[src/verilog/rss_consts.vh]
// constants for the reset source sequencer: register map, cause bits,
// settling time and identification word layout
// assumes a 100 MHz ref_clk and a 32-bit apb slave port
`ifndef RSS_CONSTS_VH
`define RSS_CONSTS_VH

`define RSS_CLK_MHZ 100
// settling window is 15..30 ms; we aim at the 15 ms floor
`define RSS_SETTLE_MS 15
`define RSS_SETTLE_CYC (`RSS_SETTLE_MS * 1000 * `RSS_CLK_MHZ)

// register byte offsets
`define RSS_OFF_CAUSE 12'h000
`define RSS_OFF_MASK 12'h004
`define RSS_OFF_CTRL 12'h008
`define RSS_OFF_STAT 12'h00c
`define RSS_OFF_ID0 12'h010
`define RSS_OFF_ID6 12'h028

// cause bit positions
`define RSS_C_PIN 0
`define RSS_C_POR 1
`define RSS_C_BOR 2
`define RSS_C_SW 3
`define RSS_C_WDT 4
`define RSS_C_LDO 5
`define RSS_NCAUSE 6

// control bit positions
`define RSS_CTL_SWRST 0

// sequencer states
`define RSS_ST_WAIT 2'h0
`define RSS_ST_SETTLE 2'h1
`define RSS_ST_RUN 2'h2
`define RSS_ST_PULSE 2'h3

// length of an internal reset pulse for non-settling sources
`define RSS_PULSE_CYC 16

// identification words: count, and word index of the first one
`define RSS_NID 7
`define RSS_ID_BASE_IDX 3'h4

`endif

[src/verilog/rss_reset_sequencer.v]
// reset source sequencer: six sources, sticky cause record, settle count,
// apb register file and cause interrupt
// assumes rst comes from a supply-level power-up detector on ref_clk,
// which here runs from the always-on internal oscillator
// assumes every input but the board pin is already synchronous to ref_clk,
// and that the settle count is scaled to the real ref_clk rate;
// a slower oscillator stretches the hold, a faster one shortens it
//
// Behaviour
// - six reset sources all drive internal reset
// - set cause bit of triggering reset source
// - cause bits survive later reset sequences
// - pin reset clears other causes, keeps pin
// - pin reset spares the test port controller
// - after pin release hold reset through settling
// - release internal reset when settling completes
// - power-on waits for later of pin, por
// - then settle with reset held, then release
// - power-on indication only at initial power-up
// - power-on also resets test port controller
// - internal oscillator clocks this sequencer
// - seven read-only identification registers
`timescale 1ns/1ps
`include "rss_consts.vh"

module rss_reset_sequencer #(
    parameter SETTLE_CYC = `RSS_SETTLE_CYC,
    parameter [31:0] ID_WORD0 = 32'h00a5_0001, // arbitrary
    parameter [31:0] ID_WORD1 = 32'h00a5_0002, // arbitrary
    parameter [31:0] ID_WORD2 = 32'h0000_0003, // arbitrary
    parameter [31:0] ID_WORD3 = 32'h0000_0004, // arbitrary
    parameter [31:0] ID_WORD4 = 32'h0000_0005, // arbitrary
    parameter [31:0] ID_WORD5 = 32'h0000_0006, // arbitrary
    parameter [31:0] ID_WORD6 = 32'h0000_0007 // arbitrary
) (
    input wire ref_clk,
    input wire rst,
    input wire ext_reset_n,
    input wire por_active,
    input wire brownout_detect,
    input wire watchdog_reset,
    input wire core_regulator_fault,
    input wire psel,
    input wire penable,
    input wire pwrite,
    input wire [11:0] paddr,
    input wire [31:0] pwdata,
    output wire [31:0] prdata,
    output wire pready,
    output wire pslverr,
    output wire sys_reset,
    output wire tap_reset,
    output wire cause_irq
);

    reg [31:0] prdata_r;
    reg [1:0] state_r;
    reg [31:0] cnt_r;
    reg pin_s1_r;
    reg pin_s2_r;
    reg por_seen_r;
    reg por_done_r;
    reg tap_rst_r;
    reg sys_rst_r;
    reg [`RSS_NCAUSE-1:0] cause_r;
    reg [`RSS_NCAUSE-1:0] mask_r;
    reg swrst_r;
    reg [`RSS_NCAUSE-1:0] trig;
    reg [`RSS_NCAUSE-1:0] cause_nxt;
    reg [31:0] rd_nxt;
    reg hit;
    wire pin_low;
    wire wr;
    wire rd;
    wire [31:0] id_tab [0:6];
    reg [1:0] state_nxt;
    reg [31:0] cnt_nxt;
    reg sys_rst_nxt;
    // header codes pulled into local names for the state machine
    localparam [1:0] ST_WAIT = `RSS_ST_WAIT;
    localparam [1:0] ST_SETTLE = `RSS_ST_SETTLE;
    localparam [1:0] ST_RUN = `RSS_ST_RUN;
    localparam [1:0] ST_PULSE = `RSS_ST_PULSE;
    // all seven id words side by side, word 0 lowest
    localparam [223:0] ID_ALL = {ID_WORD6, ID_WORD5, ID_WORD4, ID_WORD3,
                                 ID_WORD2, ID_WORD1, ID_WORD0};
    genvar g;

    // fixed words, read-only: writes never reach them
    generate
        for (g = 0; g < `RSS_NID; g = g + 1) begin : g_id
            assign id_tab[g] = ID_ALL[g*32 +: 32];
        end
    endgenerate

    // two-flop synchroniser on the board pin; only stage two is used
    // a metastable first stage must never cut the settle hold short
    always @(posedge ref_clk) begin
        if (rst) begin
            pin_s1_r <= 1'b0;
            pin_s2_r <= 1'b0;
        end else begin
            pin_s1_r <= ext_reset_n;
            pin_s2_r <= pin_s1_r;
        end
    end
    assign pin_low = ~pin_s2_r;

    // power-on indication latched once; never re-armed after first release
    always @(posedge ref_clk) begin
        if (rst) begin
            por_seen_r <= 1'b1;
            por_done_r <= 1'b0;
        end else if (!por_done_r) begin
            por_seen_r <= por_active;
            if (!por_active && !pin_low)
                por_done_r <= 1'b1;
        end else begin
            por_seen_r <= 1'b0;
        end
    end

    // a low pin only counts as a cause once power-up is over
    wire pin_trig;
    assign pin_trig = pin_low & por_done_r;

    // trigger vector, one bit per source
    always @* begin
        trig = {`RSS_NCAUSE{1'b0}};
        trig[`RSS_C_PIN] = pin_trig;
        trig[`RSS_C_POR] = por_seen_r;
        trig[`RSS_C_BOR] = brownout_detect;
        trig[`RSS_C_SW] = swrst_r;
        trig[`RSS_C_WDT] = watchdog_reset;
        trig[`RSS_C_LDO] = core_regulator_fault;
    end

    // next state; pin and power-on go through the settle count,
    // other sources give a short internal pulse
    // runs on ref_clk, the internal oscillator, not the main one
    always @* begin
        state_nxt = state_r;
        cnt_nxt = cnt_r;
        sys_rst_nxt = sys_rst_r;
        case (state_r)
        ST_WAIT: begin
            sys_rst_nxt = 1'b1;
            cnt_nxt = 32'h0000_0000;
            // later of pin and por release
            if (!pin_low && !por_active)
                state_nxt = ST_SETTLE;
        end
        ST_SETTLE: begin
            sys_rst_nxt = 1'b1;
            if (pin_low) begin
                cnt_nxt = 32'h0000_0000;
                state_nxt = ST_WAIT;
            end else if (cnt_r >= SETTLE_CYC - 1) begin
                sys_rst_nxt = 1'b0;
                state_nxt = ST_RUN;
            end else begin
                cnt_nxt = cnt_r + 32'h0000_0001;
            end
        end
        ST_RUN: begin
            cnt_nxt = 32'h0000_0000;
            if (pin_low) begin
                sys_rst_nxt = 1'b1;
                state_nxt = ST_WAIT;
            end else if (|trig) begin
                sys_rst_nxt = 1'b1;
                state_nxt = ST_PULSE;
            end
        end
        ST_PULSE: begin
            sys_rst_nxt = 1'b1;
            if (pin_low) begin
                state_nxt = ST_WAIT;
            end else if (cnt_r >= `RSS_PULSE_CYC - 1 && !(|trig)) begin
                sys_rst_nxt = 1'b0;
                state_nxt = ST_RUN;
            end else if (cnt_r < `RSS_PULSE_CYC - 1) begin
                cnt_nxt = cnt_r + 32'h0000_0001;
            end
        end
        default: begin
            state_nxt = ST_WAIT;
            sys_rst_nxt = 1'b1;
        end
        endcase
    end

    // core held in reset from block power-up on
    always @(posedge ref_clk) begin
        if (rst) begin
            state_r <= ST_WAIT;
            cnt_r <= 32'h0000_0000;
            sys_rst_r <= 1'b1;
        end else begin
            state_r <= state_nxt;
            cnt_r <= cnt_nxt;
            sys_rst_r <= sys_rst_nxt;
        end
    end

    // test port reset follows power-on only, never the pin
    // por_seen is already registered, so tap_reset lags por by two edges
    always @(posedge ref_clk) begin
        if (rst)
            tap_rst_r <= 1'b1;
        else
            tap_rst_r <= por_seen_r;
    end

    assign sys_reset = sys_rst_r;
    assign tap_reset = tap_rst_r;

    // apb slave: zero wait states
    assign wr = psel & penable & pwrite;
    // read data is loaded in the setup cycle, so rd marks that cycle
    assign rd = psel & ~penable & ~pwrite;
    assign pready = 1'b1;
    assign pslverr = psel & penable & ~hit;

    // write strobes per register
    wire cause_wr;
    wire mask_wr;
    wire ctrl_wr;
    assign cause_wr = wr & (paddr == `RSS_OFF_CAUSE);
    assign mask_wr = wr & (paddr == `RSS_OFF_MASK);
    assign ctrl_wr = wr & (paddr == `RSS_OFF_CTRL);

    // status: por done, synchronised pin, sequencer state
    wire [31:0] status_word;
    assign status_word = {28'h0000000, por_done_r, pin_low, state_r};

    always @* begin
        hit = 1'b1;
        rd_nxt = 32'h0000_0000;
        case (paddr)
        `RSS_OFF_CAUSE: rd_nxt[`RSS_NCAUSE-1:0] = cause_r;
        `RSS_OFF_MASK: rd_nxt[`RSS_NCAUSE-1:0] = mask_r;
        `RSS_OFF_CTRL: rd_nxt[`RSS_CTL_SWRST] = swrst_r;
        `RSS_OFF_STAT: rd_nxt = status_word;
        default: begin
            if (paddr >= `RSS_OFF_ID0 && paddr <= `RSS_OFF_ID6
                    && paddr[1:0] == 2'b00)
                rd_nxt = id_tab[paddr[4:2] - `RSS_ID_BASE_IDX];
            else
                hit = 1'b0;
        end
        endcase
    end

    // cause record: set beats write-one-to-clear; pin wipes the others
    always @* begin
        cause_nxt = cause_r;
        if (cause_wr)
            cause_nxt = cause_nxt & ~pwdata[`RSS_NCAUSE-1:0];
        // only the pin wipes history, and it outranks every other source
        cause_nxt = cause_nxt | trig;
        if (trig[`RSS_C_PIN]) begin
            cause_nxt = {`RSS_NCAUSE{1'b0}};
            cause_nxt[`RSS_C_PIN] = 1'b1;
        end
    end

    // register file sits outside sys_reset so causes survive it
    always @(posedge ref_clk) begin
        if (rst)
            cause_r <= {`RSS_NCAUSE{1'b0}};
        else
            cause_r <= cause_nxt;
    end

    always @(posedge ref_clk) begin
        if (rst)
            mask_r <= {`RSS_NCAUSE{1'b0}};
        else if (mask_wr)
            mask_r <= pwdata[`RSS_NCAUSE-1:0];
    end

    // software request self-clears once the pulse has begun
    always @(posedge ref_clk) begin
        if (rst)
            swrst_r <= 1'b0;
        else if (ctrl_wr)
            swrst_r <= pwdata[`RSS_CTL_SWRST];
        else if (state_r == ST_PULSE)
            swrst_r <= 1'b0;
    end

    // loaded at setup so it stands through the access phase
    always @(posedge ref_clk) begin
        if (rst)
            prdata_r <= 32'h0000_0000;
        else if (rd)
            prdata_r <= rd_nxt;
    end

    assign prdata = prdata_r;
    assign cause_irq = |(cause_r & mask_r);

endmodule // rss_reset_sequencer

[config.mk]
export PLATFORM = sky130hd
export DESIGN_NAME = rss_reset_sequencer
export DESIGN_NICKNAME = d
export VERILOG_FILES = /design/src/verilog/rss_reset_sequencer.v
export VERILOG_INCLUDE_DIRS = /design/src /design/src/verilog
export SDC_FILE = /design/constraint.sdc
export NUM_CORES = 1
export LEC_CHECK = 0
export BUFFER_PORTS_ARGS = -buffer_cell sky130_fd_sc_hd__buf_4
export CORE_MARGIN = 2
export CORE_UTILIZATION = 55
export DETAILED_ROUTE_END_ITERATION = 7
export GPL_TIMING_DRIVEN = 0
export PLACE_DENSITY_LB_ADDON = 0.1
export SYNTH_ARGS = -nofsm -noshare
export SYNTH_HDL_FRONTEND = slang
export SYNTH_SLANG_ARGS = --single-unit
[constraint.sdc]
create_clock -name ref_clk -period 3.5 [get_ports ref_clk]
set_input_delay 0.35 -clock ref_clk [delete_from_list [all_inputs] [get_ports ref_clk]]
set_output_delay 0.35 -clock ref_clk [all_outputs]
set_load 0.005 [all_outputs]
; Word-level counts from Yosys, hierarchy flattened
; Memory sizes are Yosys's and may differ from the RTL's.
; Index checks and enable logic that the tools add are counted.
[word_totals]
register_bits = 85
mem_bits_ro = 256
in_bits = 54
output_inout_bits = 37
word_cells = 107
n_memories = 1
[op_classes]
addsub = 2
magnitude_cmp = 6
n_eq_ne = 14
mux = 36
bitwise = 18
reduce_logical = 17
[memory_table]
columns = name, words, word_bits, read_ports, rd_ports_with_merged_regs, write_ports, line_no
row1 = (no name shown), 8, 32, 1, 0, 0, rss_reset_sequencer.v:248  ; rd_nxt = id_tab[paddr[4:2] - `RSS_ID_BASE_IDX];
[ops]
columns = op, n
row1 = 32-bit two-way mux, 8
row2 = 32-bit case mux with 3 select lines, 1
row3 = 32-bit by 1-bit adder with 32-bit output (second input constant), 1
row4 = 32-bit by 21-bit >= comparator with 1-bit output (second input constant), 1
row5 = 32-bit by 4-bit >= comparator with 1-bit output (second input constant), 1
row6 = 32-bit by 4-bit less-than comparator with 1-bit output (second input constant), 1
row7 = 26-bit two-way mux, 1
row8 = 12-bit by 4-bit equality test with 1-bit output (second input constant), 2
row9 = 5-bit case mux with 4 select lines, 1
row10 = 1-bit two-way mux, 14
row11 = 2-bit two-way mux, 7
row12 = 6-bit bitwise AND, 2
row13 = 12-bit by 3-bit equality test with 1-bit output (second input constant), 1
row14 = 12-bit by 5-bit >= comparator with 1-bit output (second input constant), 1
row15 = 12-bit by 6-bit less-or-equal comparator with 1-bit output (second input constant), 1
row16 = 12-bit zero test, 1
row17 = 3-bit != test (second input constant), 4
row18 = 6-bit OR reduction, 2
row19 = 1-bit bitwise AND, 9
row20 = 2-bit != test (second input constant), 4
row21 = 1-bit case mux with 4 select lines, 2
row22 = 2-bit case mux with 4 select lines, 1
row23 = 4-bit AND reduction, 2
row24 = 6-bit two-way mux, 1
row25 = 14 further kinds, 24

; Longest topological paths before layout
[depth]
word_depth = 8
mapped_depth = 8
mapped_depth_nobuf = 7

; Least setup slack after synthesis
; OpenSTA, ideal clock, no wires.
[synth_path]
kind = in2reg
from = input paddr[8]
to = register cause_r[1]
setup_ns = 0.133
t_arrival_ns = 1.912
required_ns = 3.367
path_slack_ns = 1.455
path_stages = 7
path_buffers = 1
cell_sequence = or4_1 nor4_2 and3_1 clkbuf_1 nand2_1 a21oi_1 nor2_1
[synth_via]
elab_chain_cells = 4
[synth_rtl]
columns = item, line_no
row1 = from (decl), rss_reset_sequencer.v:46  ; input wire [11:0] paddr,
row2 = 12-bit zero test, n/a
row3 = 1-bit bitwise AND, rss_reset_sequencer.v:229  ; assign cause_wr = wr & (paddr == `RSS_OFF_CAUSE);
row4 = 6-bit two-way mux, rss_reset_sequencer.v:258  ; if (cause_wr)
row5 = 6-bit bitwise OR, rss_reset_sequencer.v:261  ; cause_nxt = cause_nxt | trig;
row6 = to (signal assigned), rss_reset_sequencer.v:271  ; cause_r <= {`RSS_NCAUSE{1'b0}};
row7 = to (signal assigned), rss_reset_sequencer.v:273  ; cause_r <= cause_nxt;
row8 = to (decl), rss_reset_sequencer.v:65  ; reg [`RSS_NCAUSE-1:0] cause_r;
; No other way between the ends.
; A chain may end at the register's enable or synchronous reset.

; Worst setup path after layout
[layout_path]
from = input paddr[8]
to = output pslverr
[layout_via]
elab_chain_cells = 7
elab_cells_between_ends = 13
cone_classes = 2 x order compare / 3 x eq/ne / 2 x mux / 2 x bitwise / 4 x reduce/logical
[layout_rtl]
columns = item, line_no
row1 = 12-bit by 5-bit >= comparator with 1-bit output (no source line) or 12-bit by 6-bit less-or-equal comparator with 1-bit output (tied branches), n/a
row2 = 1-bit logical AND (no source line), n/a
row3 = 1-bit logical AND, rss_reset_sequencer.v:246  ; if (paddr >= `RSS_OFF_ID0 && paddr <= `RSS_OFF_ID6
row4 = 1-bit two-way mux, rss_reset_sequencer.v:246
row5 = 1-bit two-way mux (*), rss_reset_sequencer.v:240  ; case (paddr)
row6 = 1-bit NOT (*), rss_reset_sequencer.v:223  ; assign pslverr = psel & penable & ~hit;
row7 = 1-bit bitwise AND (*), rss_reset_sequencer.v:223
row8 = to (decl), rss_reset_sequencer.v:50  ; output wire pslverr,
; Every way passes the cells marked *; elsewhere a longest branch is shown, timed or not.

==> run_summary.xml <==
<?xml version="1.0" encoding="UTF-8"?>
<metrics>
  <group name="logic_synthesis">
    <metric name="synth-edff-count" unit="">0</metric>
    <metric name="syn-instance-count" unit="">348</metric>
    <metric name="synth.top_cells.by_area" unit="">sky130_fd_sc_hd__dfxtp_1 (40%), sky130_fd_sc_hd__buf_4 (6.5%), sky130_fd_sc_hd__a21oi_1 (4.7%)</metric>
    <metric name="synth.cells.most_frequent" unit="">sky130_fd_sc_hd__dfxtp_1 (60), sky130_fd_sc_hd__nor2_1 (29), sky130_fd_sc_hd__a21oi_1 (28)</metric>
    <metric name="post-synth-top-area-fraction" unit="">0.402</metric>
    <metric name="unique_masters_post_synth" unit="">49</metric>
    <metric name="synthDominantAreaCellType" unit="">sky130_fd_sc_hd__dfxtp_1</metric>
    <metric name="async_reset_ff_frac" unit="">0</metric>
    <metric name="mappedNetlistArea" unit="µm²">2990</metric>
    <metric name="synth_sequential_area_ratio" unit="">0.402</metric>
    <metric name="post-synth-top-count-cell" unit="">sky130_fd_sc_hd__dfxtp_1</metric>
    <metric name="ys_warn_count" unit="">0</metric>
    <metric name="yosys_most_used_dff" unit="">sky130_fd_sc_hd__dfxtp_1</metric>
    <metric name="ys_seq_elements" unit="">60</metric>
    <metric name="synth.avg_cell_area" unit="µm²">8.59</metric>
  </group>
  <group name="outcome">
    <metric name="outcome" unit="">complete, no violations</metric>
  </group>
  <group name="clock_network">
    <metric name="clk_latency" unit="ns">0.33</metric>
    <metric name="htreeDepth" unit="">3</metric>
    <metric name="cts-buffers-inserted" unit="">9</metric>
    <metric name="tritoncts_clock_tree" unit="">yes</metric>
    <metric name="clk_pin_slew" unit="ns">0.06</metric>
    <metric name="clock_sink_count" unit="">60</metric>
    <metric name="holdBufCountCts" unit="">0</metric>
    <metric name="cts_root_buf" unit="">sky130_fd_sc_hd__clkbuf_8</metric>
    <metric name="post-cts-setup-buffers" unit="">0</metric>
    <metric name="postCtsResizedCells" unit="">0</metric>
    <metric name="bufs_on_longest_clock_path" unit="">2</metric>
  </group>
  <group name="global_route">
    <metric name="grt_pass1_wl" unit="µm">11200</metric>
    <metric name="antenna_found_initial" unit="">0</metric>
    <metric name="via_count_of_the_first_global_routing_pass" unit="">2550</metric>
    <metric name="gr_ovfl_total" unit="">0</metric>
    <metric name="groute.usage.overall" unit="">0.228</metric>
    <metric name="grt_start_max_net_pins" unit="">11</metric>
  </group>
  <group name="setup_path">
    <metric name="setup.worst_path.start" unit="">paddr[8]</metric>
    <metric name="critPathMostFrequentCell" unit="">sky130_fd_sc_hd__buf_4</metric>
    <metric name="category_of_the_worst_setup_path_launch_point" unit="">input pin</metric>
    <metric name="critical_path.max_stage_delay" unit="ns">0.55</metric>
    <metric name="timing.rr.start" unit="">cnt_r[5]$_SDFFE_PP0P_</metric>
    <metric name="crit_path_top_delay_cell" unit="">sky130_fd_sc_hd__or4_1</metric>
    <metric name="crit_type" unit="">input pin to output pin</metric>
    <metric name="critPathArrivalTime" unit="ns">2.08</metric>
    <metric name="setup.worst_path.end_class" unit="">output pin</metric>
    <metric name="timing.critical_path.required" unit="ns">3.15</metric>
    <metric name="critical_path_peak_fanout" unit="">6</metric>
    <metric name="path_cells" unit="">buf_4 -&gt; or4_1 -&gt; nor4_2 -&gt; o41ai_1 -&gt; and4_1 -&gt; buf_4</metric>
  </group>
  <group name="sta">
    <metric name="drv_slew" unit="">0</metric>
    <metric name="tns" unit="ns">0</metric>
    <metric name="timing.clock.skew" unit="ns">0.00516</metric>
    <metric name="post-route-worst-setup-slack" unit="ns">1.07</metric>
    <metric name="timing.final.crit_period" unit="ns">2.43</metric>
    <metric name="max_slew.worst_pin.slew" unit="ns">0.639</metric>
    <metric name="post-route-period-util" unit="">0.695</metric>
    <metric name="grt_setup_unrepaired" unit="">no</metric>
    <metric name="timing.slew.headroom" unit="">0.571</metric>
    <metric name="timing.final.setup_violations" unit="">0</metric>
    <metric name="total_count_of_hold_check_failures_in_the_final_report" unit="">0</metric>
    <metric name="max_freq" unit="MHz">411</metric>
  </group>
  <group name="placement">
    <metric name="place_hpwl" unit="µm">4890</metric>
    <metric name="post-place-ws" unit="ns">1.08</metric>
    <metric name="gpl.final_weighted_congestion" unit="">0.882</metric>
    <metric name="place_inst" unit="">479</metric>
    <metric name="number_of_buffer_cells_added_on_primary_ports" unit="">40</metric>
  </group>
  <group name="detailed_routing">
    <metric name="vias_per_cell" unit="">5.38</metric>
    <metric name="number_of_antenna_violating_nets_in_the_routed_design" unit="">0</metric>
    <metric name="drc" unit="">0</metric>
    <metric name="routedWlPerCell" unit="µm">13.2</metric>
    <metric name="dr_total_vias" unit="">2652</metric>
    <metric name="finalWirelength" unit="µm">6530</metric>
    <metric name="drtIter0Drc" unit="">201</metric>
    <metric name="first_pass_iters" unit="">4</metric>
  </group>
  <group name="min_path">
    <metric name="worst_hold_path_type" unit="">input pin to register</metric>
    <metric name="hold_start" unit="">ext_reset_n</metric>
  </group>
  <group name="floorplan">
    <metric name="initial_utilization" unit="">0.578</metric>
    <metric name="cell_row_count" unit="">26</metric>
    <metric name="die_area" unit="µm²">6040</metric>
    <metric name="chipHeight" unit="µm">77.7</metric>
    <metric name="core_region_area" unit="µm²">5170</metric>
    <metric name="die_w" unit="µm">77.7</metric>
    <metric name="number_of_i_o_pins" unit="">91</metric>
  </group>
  <group name="final_layout">
    <metric name="final-instance-count-excl-fill" unit="">493</metric>
    <metric name="final_layout_size_suffix_gt1_frac" unit="">0.220</metric>
    <metric name="num_antenna_cells" unit="">0</metric>
    <metric name="fin_nets" unit="">481</metric>
    <metric name="area_growth" unit="%">20.8</metric>
    <metric name="multi_input_area" unit="µm²">1550</metric>
    <metric name="fill_cells" unit="">410</metric>
    <metric name="seqCellArea" unit="µm²">1200</metric>
  </group>
  <group name="run">
    <metric name="cap_viol_max_count" unit="">0</metric>
  </group>
  <group name="pwr">
    <metric name="vdd.ir_drop.worst" unit="mV">0.318</metric>
    <metric name="power_density" unit="nW/µm²">360</metric>
    <metric name="p_leak" unit="nW">1.45</metric>
  </group>
</metrics>
## cells in the final DEF, fill, tap and decap left out, types with 2 or more instances in the layout
cell type | synthesis | layout
sky130_fd_sc_hd__buf_4 | 26 | 66
sky130_fd_sc_hd__dfxtp_1 | 60 | 60
sky130_fd_sc_hd__nor2_1 | 29 | 29
sky130_fd_sc_hd__a21oi_1 | 28 | 28
sky130_fd_sc_hd__conb_1 | 2 | 23
sky130_fd_sc_hd__nand3_1 | 19 | 19
sky130_fd_sc_hd__nand2_1 | 19 | 19
sky130_fd_sc_hd__inv_1 | 16 | 16
sky130_fd_sc_hd__o21ai_0 | 14 | 14
sky130_fd_sc_hd__or3_1 | 13 | 13
sky130_fd_sc_hd__and2_1 | 12 | 12
sky130_fd_sc_hd__clkbuf_1 | 10 | 11
sky130_fd_sc_hd__clkbuf_8 | 0 | 10
sky130_fd_sc_hd__or4_1 | 9 | 9
sky130_fd_sc_hd__a22oi_1 | 8 | 8
sky130_fd_sc_hd__mux2i_1 | 8 | 8
sky130_fd_sc_hd__ha_1 | 7 | 7
sky130_fd_sc_hd__nor3_1 | 5 | 5
sky130_fd_sc_hd__nor4_1 | 5 | 5
sky130_fd_sc_hd__a211oi_1 | 4 | 4
sky130_fd_sc_hd__o211ai_1 | 4 | 4
sky130_fd_sc_hd__nand4_1 | 4 | 4
sky130_fd_sc_hd__o31ai_1 | 4 | 4
sky130_fd_sc_hd__nor4_2 | 3 | 3
sky130_fd_sc_hd__nor2b_1 | 3 | 3
sky130_fd_sc_hd__and3_1 | 3 | 3
sky130_fd_sc_hd__a222oi_1 | 3 | 3
sky130_fd_sc_hd__or2_2 | 3 | 3
sky130_fd_sc_hd__clkinv_2 | 0 | 3
sky130_fd_sc_hd__a22o_1 | 2 | 2
sky130_fd_sc_hd__nand2b_1 | 2 | 2
sky130_fd_sc_hd__nand4_2 | 2 | 2
sky130_fd_sc_hd__buf_6 | 2 | 2
sky130_fd_sc_hd__xnor2_1 | 2 | 2
## metal layers
layer,track usage,part of all wire
met5,0,0
met2,0.372,0.46
met3,0.0570,0.066
met1,0.287,0.47
met4,0.0893,0.010
## worst max-delay path, delay by kind of cell
family | cells | cell delay, ns
and+or+nand+nor | 3 | 1.28
buffers and inverters | 2 | 0.24
AOI/OAI and AO/OA | 1 | 0.21
## layout make-up
class / count / area share
Inverter: 16 / 0.0166
Clock inverter: 3 / 0.00416
Clock buffer: 11 / 0.0391
Multi-Input combinational cell: 255 / 0.430
Sequential cell: 60 / 0.333
Tap cell: 70 / 0.0242
Timing Repair Buffer: 40 / 0.0831
Buffer: 38 / 0.0707
## cell families after synthesis
kind of cell / count (synthesis) / synth area share
other: 2 / 0.00251
muxes: 9 / 0.0306
adders and majority gates: 7 / 0.0293
and+or+nand+nor: 134 / 0.247
buffers and inverters: 54 / 0.105
DFF: 60 / 0.402
AOI/OAI and AO/OA: 79 / 0.175
xor gates and xnor gates: 3 / 0.00879
## report_power, final
part	leakage [nW]	switching [mW]	internal, mW
Sequential	0.486	0.00670	0.691
Clock	0.0848	0.245	0.264
Combinational	0.881	0.0427	0.0506
## state kept, by name, summed over array words and instances, names as in the netlist
| signal | count |
|---|---|
| mask_r | 6 |
| swrst_r | 1 |
| tap_reset | 1 |
| cnt_r | 32 |
| sys_reset | 1 |
| pin_s2_r | 1 |
| prdata | 7 |
| pin_s1_r | 1 |
| state_r | 2 |
| por_done_r | 1 |
| cause_r | 6 |
| por_seen_r | 1 |
## path summary, 6_finish.rpt
check / to / slack (ns) / depth (start not counted)
worst max-delay path: pslverr / 1.07 / 6
worst max register to register: cnt_r[13]$_SDFFE_PP0P_ / 1.22 / 7
worst min-delay path: pin_s1_r$_SDFF_PP0_ / 0.24 / 2
worst min register to register: pin_s2_r$_SDFF_PP0_ / 0.44 / 1
## stage by stage
step,area (µm²),hold slack (ns),power [mW],util
final,3610,0.236,1.30,0.698
after global routing,3610,0.242,1.35,0.698
after CTS,3610,0.221,1.31,0.698
after detailed placement,3460,0.427,0.804,0.668
after global placement,3460,0.421,0.803,0.668
after floorplan,3070,0.414,0.765,-
(Power assumes the default switching activity.)
